File: src/include/acfg_pkg.sv
// Package for the converter configuration and test pattern register group.
// Assumes a byte-wide serial register port decoded upstream into write/read strobes.
package acfg_pkg;

    // ------------------------------------------------------------------
    // Register offsets
    // ------------------------------------------------------------------
    localparam logic [7:0] ACFG_OFS_OUT_IF       = 8'h07;
    localparam logic [7:0] ACFG_OFS_ANALOG_CFG   = 8'h11;
    localparam logic [7:0] ACFG_OFS_FUSE_LOAD    = 8'h13;
    localparam logic [7:0] ACFG_OFS_PAT_LOW      = 8'h14;
    localparam logic [7:0] ACFG_OFS_PAT_MID      = 8'h15;
    localparam logic [7:0] ACFG_OFS_PAT_SEL_HIGH = 8'h16;

    // ------------------------------------------------------------------
    // Field positions
    // ------------------------------------------------------------------
    localparam int ACFG_BIT_SINGLE_ENDED = 5;
    localparam int ACFG_BIT_SAMPLING_DELAY_LOOP_POWERDOWN      = 2;
    localparam int ACFG_BIT_AUTOZERO     = 0;
    localparam int ACFG_BIT_FUSE_LOAD    = 0;
    localparam int ACFG_POS_PAT_SEL      = 2;
    localparam int ACFG_POS_PAT_HIGH     = 0;

    // ------------------------------------------------------------------
    // Reset values and widths
    // ------------------------------------------------------------------
    localparam logic [7:0] ACFG_RST_BYTE     = 8'h00;
    localparam int         ACFG_PAT_W        = 18;
    localparam int         ACFG_SAMPLE_W     = 14;
    localparam logic       ACFG_RST_AZ_FAST  = 1'b0;
    localparam logic       ACFG_RST_AZ_SLOW  = 1'b1;

    // ------------------------------------------------------------------
    // Pattern select codes
    // ------------------------------------------------------------------
    localparam logic [2:0] ACFG_PAT_NORMAL   = 3'h0;
    localparam logic [2:0] ACFG_PAT_RAMP     = 3'h2;
    localparam logic [2:0] ACFG_PAT_CONSTANT = 3'h3;

    // Register write/read request from the serial register port
    typedef struct packed {
        logic       wr;
        logic       rd;
        logic [7:0] addr;
        logic [7:0] wdata;
    } acfg_req_t;

    // Analog control levels
    typedef struct packed {
        logic single_ended_input_a;
        logic sampling_delay_loop_powerdown;
        logic autozero_enable;
    } acfg_ctl_t;

endpackage

File: src/hw/acfg_patgen.sv
// Channel A test pattern generator, ahead of the output bit mapper.
// Assumes one converter sample per clock at native resolution, MSB aligned.
module acfg_patgen #(
    parameter int SAMPLE_W = 14,
    parameter int PAT_W    = 18
) (
    // Clock and reset
    input  wire logic                i_ref_clk,
    input  wire logic                i_srst,
    // Control
    input  wire logic [2:0]          i_pattern_select_a,
    input  wire logic [PAT_W-1:0]    i_user_pattern_value,
    // Sample path
    input  wire logic [SAMPLE_W-1:0] i_sample,
    input  wire logic                i_sample_valid,
    output logic      [SAMPLE_W-1:0] o_sample,
    output logic                     o_sample_valid
);
    import acfg_pkg::*;

    initial begin
        if (SAMPLE_W > PAT_W || SAMPLE_W < 1) $error("acfg_patgen: bad SAMPLE_W");
    end

    logic [PAT_W-1:0]    ramp_reg;
    logic [PAT_W-1:0]    ramp_next;
    logic [SAMPLE_W-1:0] out_next;
    wire                 is_ramp  = (i_pattern_select_a == ACFG_PAT_RAMP);
    wire                 is_const = (i_pattern_select_a == ACFG_PAT_CONSTANT);

    // Ramp wraps modulo 2^18 by width; restarts from zero outside ramp mode
    assign ramp_next = !is_ramp ? '0 :
                       i_sample_valid ? ramp_reg + i_user_pattern_value : ramp_reg;
    // Patterns taken from the MSB end of the 18-bit field
    assign out_next  = is_ramp  ? ramp_reg[PAT_W-1 -: SAMPLE_W] :
                       is_const ? i_user_pattern_value[PAT_W-1 -: SAMPLE_W] :
                       i_sample;

    always_ff @(posedge i_ref_clk) begin
        if (i_srst) begin
            ramp_reg       <= '0;
            o_sample       <= '0;
            o_sample_valid <= 1'b0;
        end else begin
            ramp_reg       <= ramp_next;
            o_sample       <= out_next;
            o_sample_valid <= i_sample_valid;
        end
    end

endmodule // acfg_patgen

File: src/hw/acfg_regs.sv
// Configuration and test pattern register group of the sampling converter.
// Assumes byte writes/reads arrive on the sampling clock from the serial register port.
//
// Operation
// Bit 5 of the input configuration register selects differential (0) or single-ended (1) input A, reset 0.
// Software sets the delay-loop power-down bit 2 below 40 MSPS; it matters only on the fastest grade.
// Delay-loop power-down 0 samples a quarter period after the edge, 1 follows the clock duty cycle.
// Auto-zero enable at bit 0 turns the circuit on at 1, resetting enabled on slow grades, off on the fastest.
// After choosing the interface, software pulses the fuse-load bit 1 then 0; mapping applies after the pulse.
// Running the fuse load resets earlier register writes, so interface and fuse load go first; the code resets only analog and pattern registers.
// The 18-bit user pattern spans three registers: 7:0, 15:8 and 17:16 in the low bits, MSB aligned.
// In ramp mode software loads the step as 00001, 00100 or 10000 for 18, 16 or 14 bit converters.
// Pattern select at bits 4-2 gives normal for 000, ramp for 010 and constant for 011.
// Patterns go in ahead of the bit mapper at native resolution, MSB aligned, in every format.
// Ramp steps by the programmed value each sample, wrapping modulo 2^18; constant repeats each sample.
module acfg_regs #(
    parameter bit FAST_GRADE = 1'b0,
    parameter int SAMPLE_W   = acfg_pkg::ACFG_SAMPLE_W
) (
    // Clock and reset
    input  wire logic                      i_ref_clk,
    input  wire logic                      i_srst,
    // Register port
    input  wire acfg_pkg::acfg_req_t       i_req,
    output logic      [7:0]                o_rdata,
    output logic                           o_rvalid,
    // Analog controls and mapping apply
    output acfg_pkg::acfg_ctl_t            o_ctl,
    output logic                           o_sample_at_half_period,
    output logic      [7:0]                o_mapping_if_sel,
    output logic                           o_mapping_load_pulse,
    // Channel A samples
    input  wire logic [SAMPLE_W-1:0]       i_sample,
    input  wire logic                      i_sample_valid,
    output logic      [SAMPLE_W-1:0]       o_sample,
    output logic                           o_sample_valid
);
    import acfg_pkg::*;

    initial begin
        if (SAMPLE_W > ACFG_PAT_W) $error("acfg_regs: SAMPLE_W above pattern width");
    end

    // ------------------------------------------------------------------
    // Register storage
    // ------------------------------------------------------------------
    logic [7:0] out_if_reg;
    logic [7:0] analog_cfg_reg;
    logic [7:0] fuse_ctl_reg;
    logic [7:0] pat_low_reg;
    logic [7:0] pat_mid_reg;
    logic [7:0] pat_sel_high_reg;
    logic [7:0] map_if_reg;
    logic       fuse_pulse_reg;
    logic [7:0] rdata_next;

    localparam logic [7:0] ANALOG_RST =
        FAST_GRADE ? ACFG_RST_BYTE : (ACFG_RST_BYTE | 8'(ACFG_RST_AZ_SLOW));

    // ------------------------------------------------------------------
    // Decode
    // ------------------------------------------------------------------
    wire wr_out_if  = i_req.wr && (i_req.addr == ACFG_OFS_OUT_IF);
    wire wr_analog  = i_req.wr && (i_req.addr == ACFG_OFS_ANALOG_CFG);
    wire wr_fuse    = i_req.wr && (i_req.addr == ACFG_OFS_FUSE_LOAD);
    wire wr_pat_lo  = i_req.wr && (i_req.addr == ACFG_OFS_PAT_LOW);
    wire wr_pat_mid = i_req.wr && (i_req.addr == ACFG_OFS_PAT_MID);
    wire wr_pat_hi  = i_req.wr && (i_req.addr == ACFG_OFS_PAT_SEL_HIGH);

    // Falling edge of the stored load bit completes the 1-then-0 pulse
    wire fuse_fire  = wr_fuse && fuse_ctl_reg[ACFG_BIT_FUSE_LOAD]
                      && !i_req.wdata[ACFG_BIT_FUSE_LOAD];

    wire [ACFG_PAT_W-1:0] user_pattern_value =
        {pat_sel_high_reg[ACFG_POS_PAT_HIGH +: 2], pat_mid_reg, pat_low_reg};
    wire [2:0] pattern_select_a = pat_sel_high_reg[ACFG_POS_PAT_SEL +: 3];

    always_comb begin
        unique case (i_req.addr)
            ACFG_OFS_OUT_IF:       rdata_next = out_if_reg;
            ACFG_OFS_ANALOG_CFG:   rdata_next = analog_cfg_reg;
            ACFG_OFS_FUSE_LOAD:    rdata_next = fuse_ctl_reg;
            ACFG_OFS_PAT_LOW:      rdata_next = pat_low_reg;
            ACFG_OFS_PAT_MID:      rdata_next = pat_mid_reg;
            ACFG_OFS_PAT_SEL_HIGH: rdata_next = pat_sel_high_reg;
            default:               rdata_next = ACFG_RST_BYTE;
        endcase
    end

    // ------------------------------------------------------------------
    // Registers; the fuse load resets only the analog and pattern registers
    // ------------------------------------------------------------------
    always_ff @(posedge i_ref_clk) begin
        if (i_srst) begin
            out_if_reg       <= ACFG_RST_BYTE;
            fuse_ctl_reg     <= ACFG_RST_BYTE;
            map_if_reg       <= ACFG_RST_BYTE;
            fuse_pulse_reg   <= 1'b0;
        end else begin
            if (wr_out_if)
                out_if_reg   <= i_req.wdata;
            if (wr_fuse)
                fuse_ctl_reg <= i_req.wdata & 8'h01;
            if (fuse_fire)
                map_if_reg   <= out_if_reg;
            fuse_pulse_reg   <= fuse_fire;
        end
    end

    // Interface register survives the load so the mapping can use it
    always_ff @(posedge i_ref_clk) begin
        if (i_srst || fuse_fire) begin
            analog_cfg_reg   <= ANALOG_RST;
            pat_low_reg      <= ACFG_RST_BYTE;
            pat_mid_reg      <= ACFG_RST_BYTE;
            pat_sel_high_reg <= ACFG_RST_BYTE;
        end else begin
            if (wr_analog)
                analog_cfg_reg   <= i_req.wdata & 8'h25;
            if (wr_pat_lo)
                pat_low_reg      <= i_req.wdata;
            if (wr_pat_mid)
                pat_mid_reg      <= i_req.wdata;
            if (wr_pat_hi)
                pat_sel_high_reg <= i_req.wdata & 8'h1F;
        end
    end

    // ------------------------------------------------------------------
    // Outputs
    // ------------------------------------------------------------------
    always_ff @(posedge i_ref_clk) begin
        if (i_srst) begin
            o_rdata                 <= ACFG_RST_BYTE;
            o_rvalid                <= 1'b0;
            o_ctl                   <= '0;
            o_sample_at_half_period <= 1'b0;
            o_mapping_if_sel        <= ACFG_RST_BYTE;
            o_mapping_load_pulse    <= 1'b0;
        end else begin
            o_rdata                 <= i_req.rd ? rdata_next : ACFG_RST_BYTE;
            o_rvalid                <= i_req.rd;
            o_ctl.single_ended_input_a          <= analog_cfg_reg[ACFG_BIT_SINGLE_ENDED];
            o_ctl.sampling_delay_loop_powerdown <= analog_cfg_reg[ACFG_BIT_SAMPLING_DELAY_LOOP_POWERDOWN];
            o_ctl.autozero_enable               <= analog_cfg_reg[ACFG_BIT_AUTOZERO];
            // Only the fast grade has the delay loop; others always follow duty cycle
            o_sample_at_half_period <= !FAST_GRADE
                                       || analog_cfg_reg[ACFG_BIT_SAMPLING_DELAY_LOOP_POWERDOWN];
            o_mapping_if_sel        <= map_if_reg;
            o_mapping_load_pulse    <= fuse_pulse_reg;
        end
    end

    // ------------------------------------------------------------------
    // Pattern insertion before the bit mapper
    // ------------------------------------------------------------------
    acfg_patgen #(
        .SAMPLE_W (SAMPLE_W),
        .PAT_W    (ACFG_PAT_W)
    ) u_patgen (
        .i_ref_clk            (i_ref_clk),
        .i_srst               (i_srst),
        .i_pattern_select_a   (pattern_select_a),
        .i_user_pattern_value (user_pattern_value),
        .i_sample             (i_sample),
        .i_sample_valid       (i_sample_valid),
        .o_sample             (o_sample),
        .o_sample_valid       (o_sample_valid)
    );

endmodule // acfg_regs

File: config.mk
export PLATFORM = sky130hd
export DESIGN_NAME = acfg_regs
export DESIGN_NICKNAME = d
export VERILOG_FILES = /design/src/include/acfg_pkg.sv /design/src/hw/acfg_patgen.sv /design/src/hw/acfg_regs.sv
export SDC_FILE = /design/constraint.sdc
export NUM_CORES = 1
export LEC_CHECK = 0
export BUFFER_PORTS_ARGS = -buffer_cell sky130_fd_sc_hd__buf_2
export CAP_MARGIN = 20
export CORE_ASPECT_RATIO = 2
export CORE_UTILIZATION = 33
export CTS_CLUSTER_SIZE = 8
export DETAILED_ROUTE_END_ITERATION = 8
export PLACE_DENSITY_LB_ADDON = 0.12
export SETUP_SLACK_MARGIN = 0.02
export SYNTH_ARGS = -nofsm -noshare
export SYNTH_HDL_FRONTEND = slang
export SYNTH_SLANG_ARGS = --single-unit
File: constraint.sdc
create_clock -name i_ref_clk -period 5.65 [get_ports i_ref_clk]
set_input_delay 1.695 -clock i_ref_clk [delete_from_list [all_inputs] [get_ports i_ref_clk]]
set_output_delay 1.695 -clock i_ref_clk [all_outputs]
set_load 0.02 [all_outputs]
==> flow_summary.ini, run 1 <==
[timing]
tns_ns = 0
slew_viol_final = 0
setup_viol = 0
grt_setup_unrepaired = false
worst_slew_pin_slew_ns = 0.861
fin_ws_ns = 1.97
fin_crit_ns = 3.68
holdWs_ns = 0.446
slew_headroom_pct = 42.6
max_clock_freq_mhz = 272
skew_ns = 0.00560
finalCritPeriodShare_pct = 65.1
finalHoldViolations = 0

[power]
switchingPower_w = 0.000335
powerDensity_nw_per_um2 = 260
power_frac_seq_pct = 50.2
p_leak_nw = 2.19
internal_power_w = 0.00104
total_power_w = 0.00138
pwr-share-clk_pct = 44.8
p_comb_share_pct = 5.1
switching_share_pct = 24.3
ir_drop_uv = 130

[drt]
wl_per_cell_um = 17.3
drc = 1
ant_nets = 0
vias = 3813
first_pass_iters = 7
vias_per_cell = 5.29
drtIter0Drc = 206
routed_wl_mm = 12.5

[finish]
area_delta_synth_final_pct = 16.4
layout.nets = 614
largest_reg_flops = 18
antenna_cells = 0
fin_util_pct = 39.5
drive_gt1_share_pct = 18.7

[yosys]
synth_top_family_by_area = simple AND/OR/NAND/NOR gates
synthAdderAreaFrac_pct = 5.10
ys_types = 51
synth_mux_area_share_pct = 11.5
async_flop_share_pct = 0
ys_ff_latch = 97
synth_compound_area_share_pct = 14.0
syn_nets = 554
synth-simple-area-share_pct = 21.3
syn-cell-area_um2 = 4560
synth.yosys.seq_area_share_pct = 42.6
synth_edf_count = 0
synth_flop_cell = dfxtp_1
synth.avg_cell_area_um2 = 9.10
syn_inst = 501
synth_warnings = 0
synth_xor_area_share_pct = 1.73

[cts]
cts_hold_buf = 0
cts-resized-gates = 0
numCtsBuffers = 9
post_cts_buffers = 0
cts_sinks = 97
clk_pin_slew_worst_paths_ns = 0.07
cts_max_path_buffers = 2
insertion_delay_ns = 0.35
root_buffer = clkbuf_16
htree_num_levels = 3
cts_tree = built

[worst_setup_path]
r2r_setup_slack_ns = 3.05
required_ns = 5.86
cp_cell_sequence = buf_2 > nor4_4 > nor3b_4 > nand3_2 > nor3b_2 > buf_4 > or2_1 > nor2_1
r2r_cells = 8
end_kind = register
cp_slowest_stage_delay_ns = 0.69
arrival_ns = 3.89
crit_type = in2reg
path_max_fanout = 24
crit_start = i_req[11]
startpoint_type = input pin
regToRegStartpoint = pat_low_reg[2]
slowest_stage = or2_1

[global_route]
grt_pass1_vias = 3754
antenna_found_initial = 0
grt_pass1_wl_mm = 20.1
grt.overflow.total = 0
grt_max_degree = 36
groute.usage.overall_pct = 18.4

[place]
dp_slack_ns = 1.60
dp_hpwl_mm = 9.38
port_buffers = 71
gp_congestion = 0.850

[outcome]
run_status = complete, but fails checks
violations = DRC

[min_path]
hold_class = reg2reg
hp-start = fuse_pulse_reg
min_path_cells = 1

[floorplan]
core_um2 = 13400
die_height_um = 168
io_pins = 72
dieArea_um2 = 14300
start_util_pct = 33.9
placementRows = 60
die_x_um = 85.1

[flow_run]
drv_cap = 0
## synth_stat cells, drive strengths merged (7+ instances only)
master | count | area (um^2)
buf | 9 | 73.8
o21ai | 19 | 98.8
dfxtp | 97 | 1940
nor2b | 23 | 144
a211oi | 17 | 133
nand3 | 26 | 135
nand2 | 41 | 154
clkbuf | 19 | 71.3
nand3b | 7 | 52.6
mux2i | 48 | 480
ha | 17 | 213
nor3 | 7 | 40.0
a21oi | 33 | 165
nor2 | 63 | 236
## cells by family (layout without fill, tap and decap cells)
logic type               Yosys count  after routing
AND/OR/NAND/NOR                  192            192
AO/OA/AOI/OAI                     99             99
flip-flops                        97             97
multiplexers                      52             52
buffers and inverters             34             99
adder cells (fa/ha/maj)           18             18
XOR/XNOR                           9              9
## power groups by stage
stage,Sequential (W),Clock [W],Combinational [W]
2_1_floorplan,0.000717,0,0.0000312
3_3_place_gp,0.000708,0,0.0000701
3_5_place_dp,0.000708,0,0.0000703
4_1_cts,0.000692,0.000634,0.0000703
5_1_grt,0.000692,0.000656,0.0000752
6_report,0.000692,0.000618,0.0000697
## per-stage QoR
stage / cell area, um^2 / std cells
finish: 5310 / 721
global route: 5310 / 721
CTS: 5310 / 721
detailed placement: 5010 / 705
global placement: 5010 / 705
floorplan: 4560 / 501
## area by class of cell
class / instances / area, um^2
tap: 155 / 194
clock inverter: 5 / 45.0
clock buffer: 11 / 253
inverter: 6 / 22.5
fill: 1363 / 8130
timing repair buffer: 77 / 400
multi-input combinational: 370 / 2450
sequential: 97 / 1940
## routing by layer
layer  share of wire, %  GRT usage, %
met2                 56          35.4
met3                3.2          2.65
met5                  0             0
met1                 37          18.4
met4                3.9          10.0
## layout by cell type, fill, tap and decap left out, types with 3 or more instances in the layout
cell / instances
ha_1: 17
mux2_2: 4
nor2b_1: 22
mux2i_1: 48
and3_1: 3
nand3b_1: 7
o21ai_0: 17
xnor2_1: 4
nor3_1: 6
o211ai_1: 3
nand2b_1: 5
clkbuf_16: 9
buf_4: 6
buf_2: 71
a222oi_1: 6
a21oi_1: 33
a21boi_0: 4
nor2_1: 63
a21o_1: 5
inv_1: 6
nor3b_1: 3
dfxtp_1: 97
nand3_1: 25
and3b_1: 3
a31oi_1: 3
a211oi_1: 16
xor2_1: 5
nand2_1: 41
## worst max-delay path, delay by kind of cell
| kind | cells | cell delay, ns |
|---|---|---|
| buf+inv | 2 | 0.33 |
| simple gates | 6 | 1.85 |
## path summary, 6_finish.rpt
kind                           endpoint
setup / recovery      analog_cfg_reg[2]
hold / removal     o_mapping_load_pulse
setup reg to reg  u_patgen.ramp_reg[17]
hold reg to reg    o_mapping_load_pulse
(Power assumes the default switching activity.)
==> run 2: changes to the inputs <==
==> constraint.sdc (replaced) <==
create_clock -name i_ref_clk -period 3.68 [get_ports i_ref_clk]
set_input_delay 1.104 -clock i_ref_clk [delete_from_list [all_inputs] [get_ports i_ref_clk]]
set_output_delay 1.104 -clock i_ref_clk [all_outputs]
set_load 0.02 [all_outputs]
==> run 2 against run 1 <==
The run still ends with DRC left. Clock skew increased by 0.0046 ns. Sequential power increased by 53%. First-iteration DRC count decreased by 17%. Register-to-register slack got worse by 1.9 ns. Count of clock-buffer cells in the layout decreased by 1. Largest cell class unchanged. Non-clock buffer count increased by 3. Hold slack got worse by 0.0031 ns. Wire length decreased by 3.2%.
==> flow_summary.ini, run 2 (same netlist as run 1, synthesis figures left out) <==
[outcome]
run_status = complete, but fails checks
violations = DRC

[global_route]
grt_max_degree = 39
groute.usage.overall_pct = 17.7
grt_pass1_wl_mm = 19.4
antenna_found_initial = 0
grt.overflow.total = 0
grt_pass1_vias = 3693

[power]
total_power_w = 0.00216
pwr-share-clk_pct = 45.8
power_frac_seq_pct = 49.2
switching_share_pct = 23.5
p_leak_nw = 2.20
powerDensity_nw_per_um2 = 404
ir_drop_uv = 219
switchingPower_w = 0.000507
p_comb_share_pct = 5.0
internal_power_w = 0.00165

[cts]
insertion_delay_ns = 0.35
cts_sinks = 97
cts_tree = built
root_buffer = clkbuf_16
htree_num_levels = 3
cts_hold_buf = 0
cts_max_path_buffers = 2
numCtsBuffers = 9
post_cts_buffers = 0
cts-resized-gates = 0
clk_pin_slew_worst_paths_ns = 0.08

[finish]
finish.instance_area_um2 = 5350
layout.nets = 617
area_delta_synth_final_pct = 17.2
layout_commonest_cell = dfxtp_1
largest_reg_flops = 18
antenna_cells = 0
final_cell_mix = dfxtp_1, buf_2, nor2_1, mux2i_1, nand2_1
drive_gt1_share_pct = 19.2

[place]
gp_congestion = 0.815
port_buffers = 71
place_area_um2 = 5030
dp_hpwl_mm = 9.08

[timing]
grt_setup_unrepaired = false
slew_viol_final = 0
holdWs_ns = 0.443
finalHoldViolations = 0
tns_ns = 0
skew_ns = 0.0102
max_clock_freq_mhz = 360
worst_slew_pin_slew_ns = 0.743
fin_crit_ns = 2.78
finalCritPeriodShare_pct = 75.5
setup_viol = 0
slew_headroom_pct = 50.2

[floorplan]
core_um2 = 13400
die_height_um = 168
dieArea_um2 = 14300
die_x_um = 85.1
placementRows = 60
io_pins = 72
start_util_pct = 33.9

[drt]
ant_nets = 0
vias = 3781
wl_met3_um = 357
first_pass_iters = 6
routed_wl_mm = 12.1
wl_per_cell_um = 16.7
vias_per_cell = 5.22
drtIter0Drc = 170
wl_met1_mm = 4.75
wl_met2_mm = 6.85
drc = 2
highest_layer = met4

[flow_run]
drv_cap = 0

[min_path]
hp-start = fuse_pulse_reg
min_path_cells = 1
hold_end = o_mapping_load_pulse
hold_class = reg2reg

[worst_setup_path]
end_kind = register
path_max_fanout = 24
r2r_cells = 8
arrival_ns = 3.01
regToRegStartpoint = pat_low_reg[2]
r2r_setup_slack_ns = 1.10
required_ns = 3.92
startpoint_type = input pin
crit_type = in2reg
rr_endpoint = u_patgen.ramp_reg[17]
run 2: worst max path at each step:
stage                     startpoint             endpoint  slack (ns)
final                      i_req[11]       pat_low_reg[1]        0.90
after detailed placement   i_req[11]       pat_low_reg[1]        0.52
after floorplan            i_req[11]  pat_sel_high_reg[0]        1.02
after CTS                  i_req[11]       pat_low_reg[1]        0.89
after global placement     i_req[11]       pat_low_reg[1]        0.57
after global routing       i_req[11]  pat_sel_high_reg[1]        0.78
run 2: area by class of cell:
class / instances / area (um^2)
Multi-Input combinational cell: 370 / 2450
Clock buffer: 10 / 239
Timing Repair Buffer: 80 / 423
Tap cell: 155 / 194
Inverter: 6 / 22.5
Sequential cell: 97 / 1940
Clock inverter: 6 / 71.3
Fill cell: 1342 / 8090
run 2: critical path, stage by stage:
cell and delay [ns]:
buf_2 0.11, nor4_4 0.31, nor3b_4 0.35, nand3_2 0.14, nor3b_2 0.27, buf_4 0.23
or2_1 0.12, buf_4 0.26, nor2_1 0.08
run 2: power by group through the flow:
stage | registers, W | logic (W) | clock network [W]
after global placement | 0.00109 | 0.000108 | 0
after floorplan | 0.00110 | 0.0000479 | 0
after detailed placement | 0.00109 | 0.000109 | 0
final | 0.00106 | 0.000107 | 0.000988
after CTS | 0.00106 | 0.000109 | 0.00101
after global routing | 0.00106 | 0.000117 | 0.00105
run 2: routing by layer:
layer  vias to the layer above  GRT usage (%)
met1                      1781           18.7
met5                         -              0
li1                       1903              -
met2                        83           33.6
met4                         0           8.25
met3                        14           2.50
run 2: per-stage QoR:
stage	std cells	util, %	worst slack (ns)
2_1_floorplan	501	-	1.02
3_3_place_gp	708	37.5	0.574
3_5_place_dp	708	37.5	0.525
4_1_cts	724	39.8	0.889
5_1_grt	724	39.8	0.777
6_report	724	39.8	0.903
==> run 3: changes to the inputs <==
--- a/config.mk
+++ b/config.mk
@@ -5,6 +5,7 @@
 export SDC_FILE = /design/constraint.sdc
 export NUM_CORES = 1
 export LEC_CHECK = 0
+export ABC_AREA = 1
 export BUFFER_PORTS_ARGS = -buffer_cell sky130_fd_sc_hd__buf_2
 export CAP_MARGIN = 20
 export CORE_ASPECT_RATIO = 2
==> constraint.sdc (replaced) <==
create_clock -name i_ref_clk -period 2.75 [get_ports i_ref_clk]
set_input_delay 0.825 -clock i_ref_clk [delete_from_list [all_inputs] [get_ports i_ref_clk]]
set_output_delay 0.825 -clock i_ref_clk [all_outputs]
set_load 0.02 [all_outputs]
==> run 3 against run 2 <==
The flow now finishes without violations. Final area up 6.5%. Clock power is 27% higher. Count of clock-buffer cells in the layout is 1 lower. Sequential power grew 34%. Synthesized area rose by 6.7%. Cell count increased by 34%. First-iteration DRC count increased by 35%. Core utilization is 0.12 points lower. Via count grew 24%. Largest cell class unchanged.
==> flow_summary.ini, run 3 <==
[timing]
tns_ns = 0
fin_crit_ns = 2.14
slew_viol_final = 0
grt_setup_unrepaired = false
finalHoldViolations = 0
finalCritPeriodShare_pct = 77.8
setup_viol = 0
holdWs_ns = 0.406
skew_ns = 0.00795
slew_headroom_pct = 66.9
max_clock_freq_mhz = 467
worst_slew_pin_slew_ns = 0.495

[yosys]
syn_nets = 751
async_flop_share_pct = 0
synth_edf_count = 0
syn_inst = 698
synth_top_area_share_pct = 39.9
synth.avg_cell_area_um2 = 6.97
yosysMostFrequentCell = nand2_1
synth_flop_cell = dfxtp_1
synth.yosys.seq_area_share_pct = 39.9
ys_ff_latch = 97
synth_warnings = 0
ys_top_cells_by_area = dfxtp_1, nand2_1, inv_1, a21oi_1, nor2_1
yosys.area.top_type = dfxtp_1
syn-cell-area_um2 = 4870
ys_types = 40
netlist_top_cells_count = nand2_1, inv_1, dfxtp_1

[finish]
final_cell_mix = nand2_1, inv_1, dfxtp_1, nor2_1, buf_2
fillers = 1579
area_delta_synth_final_pct = 16.9
layout_commonest_cell = nand2_1
final-seq-area_um2 = 1940
drive_gt1_share_pct = 16.3
antenna_cells = 0
layout.nets = 823
multi_input_area_um2 = 2410
largest_reg_flops = 18

[worst_setup_path]
required_ns = 3.01
startpoint_type = register
regToRegStartpoint = pat_low_reg[0]
crit_type = reg2reg
end_kind = register
arrival_ns = 2.40
path_max_fanout = 4
r2r_setup_slack_ns = 0.61
rr_endpoint = u_patgen.ramp_reg[16]
r2r_cells = 13

[drt]
drtIter0Drc = 230
vias = 4670
vias_per_cell = 4.83
drc = 0
routed_wl_mm = 15.6
first_pass_iters = 5
wl_per_cell_um = 16.2
ant_nets = 0

[global_route]
grt_pass1_wl_mm = 24.4
grt_pass1_vias = 4764
grt_max_degree = 35
groute.usage.overall_pct = 21.7
grt.overflow.total = 0
antenna_found_initial = 0

[power]
powerDensity_nw_per_um2 = 500
ir_drop_uv = 301
p_leak_nw = 2.69

[cts]
root_buffer = clkbuf_16
clk_pin_slew_worst_paths_ns = 0.08
numCtsBuffers = 9
insertion_delay_ns = 0.35
post_cts_buffers = 0
cts_hold_buf = 0
cts-resized-gates = 0
cts_max_path_buffers = 2
htree_num_levels = 3
cts_tree = built
cts_sinks = 97

[floorplan]
placementRows = 62
io_pins = 72
start_util_pct = 33.9
core_um2 = 14400
die_height_um = 174
dieArea_um2 = 15300
die_x_um = 87.9

[flow_run]
drv_cap = 0

[min_path]
hold_class = reg2reg
hold_end = o_mapping_load_pulse
min_path_cells = 2
hp-start = fuse_pulse_reg

[place]
dp_hpwl_mm = 12.2
gp_congestion = 0.911
port_buffers = 71

[outcome]
run_status = finished clean
## run 3: cell types whose count changed in the layout (fill, tap and decap cells not counted), moves of 14 or more
cell	previous run	this run
nand2_1	41	186
inv_1	6	98
mux2i_1	48	0
a21oi_1	33	68
nor2b_1	22	0
a211oi_1	16	1
o21ai_0	17	32
nand3_1	25	39
## run 3: area by class of cell
| cell class | count | share of cell area [%] |
|---|---|---|
| clock buffers | 9 | 3.96 |
| clock inverters | 7 | 1.12 |
| inverters | 106 | 7.01 |
| multi-input cells | 478 | 42.4 |
| flip-flops and latches | 97 | 34.1 |
| well taps | 192 | 4.22 |
| repair buffers | 78 | 7.17 |
## run 3: through the flow
| stage | util, % | area [um^2] | power, W | worst slack, ns | instances |
|---|---|---|---|---|---|
| final | 39.7 | 5690 | 0.00285 | 0.610 | 967 |
| after global routing | 39.7 | 5690 | 0.00294 | 0.401 | 967 |
| after CTS | 39.7 | 5690 | 0.00287 | 0.598 | 967 |
| after detailed placement | 37.6 | 5400 | 0.00163 | 0.490 | 951 |
| after global placement | 37.6 | 5400 | 0.00163 | 0.508 | 951 |
| after floorplan | - | 4870 | 0.00155 | 0.899 | 698 |
## run 3: cells by family (layout without fill, tap and decap cells)
logic type                 count (synthesis)  after routing  share of synthesized area (%)
adders and majority gates                 18             18                           4.78
AOI/OAI and AO/OA                        120            120                           13.5
and+or+nand+nor                          332            332                           29.8
buffers and inverters                    123            200                           10.5
DFF                                       97             97                           39.9
xor gates and xnor gates                   8              8                           1.44
## run 3: worst max-delay path: stages, from the launching register on
cell	delay [ns]
dfxtp_1	0.36
ha_1	0.24
inv_1	0.07
fa_1	0.42
inv_1	0.11
nand3_1	0.07
nand2_1	0.13
nand3_1	0.09
nand2_1	0.19
nand2_1	0.11
nand3_1	0.08
nand3_1	0.08
nand2_1	0.07
inv_1	0.04
## run 3: where the power goes
part,switching (W),total (W),internal (W)
Clock,0.000619,0.00125,0.000634
Sequential,0.00000367,0.00142,0.00142
Combinational,0.000120,0.000173,0.0000522
## run 3: how the worst max path moves through the flow
stage	to	from	depth (start not counted)	slack (ns)
finish	u_patgen.ramp_reg[16]	pat_low_reg[0]	13	0.61
global route	u_patgen.ramp_reg[16]	pat_low_reg[0]	13	0.40
CTS	u_patgen.ramp_reg[16]	pat_low_reg[0]	13	0.60
detailed placement	pat_low_reg[1]	i_req[11]	9	0.49
global placement	pat_low_reg[6]	i_req[13]	9	0.51
floorplan	map_if_reg[1]	i_req[13]	9	0.90
## run 3: metal layers
layer	wire, um	vias to the layer above	part of all wire (%)	track usage, %
met5	0	-	0	0
met1	5420	2143	35	20.7
met2	8650	125	55	40.5
met4	1010	0	6.4	15.4
li1	-	2360	-	-
met3	549	42	3.5	3.19
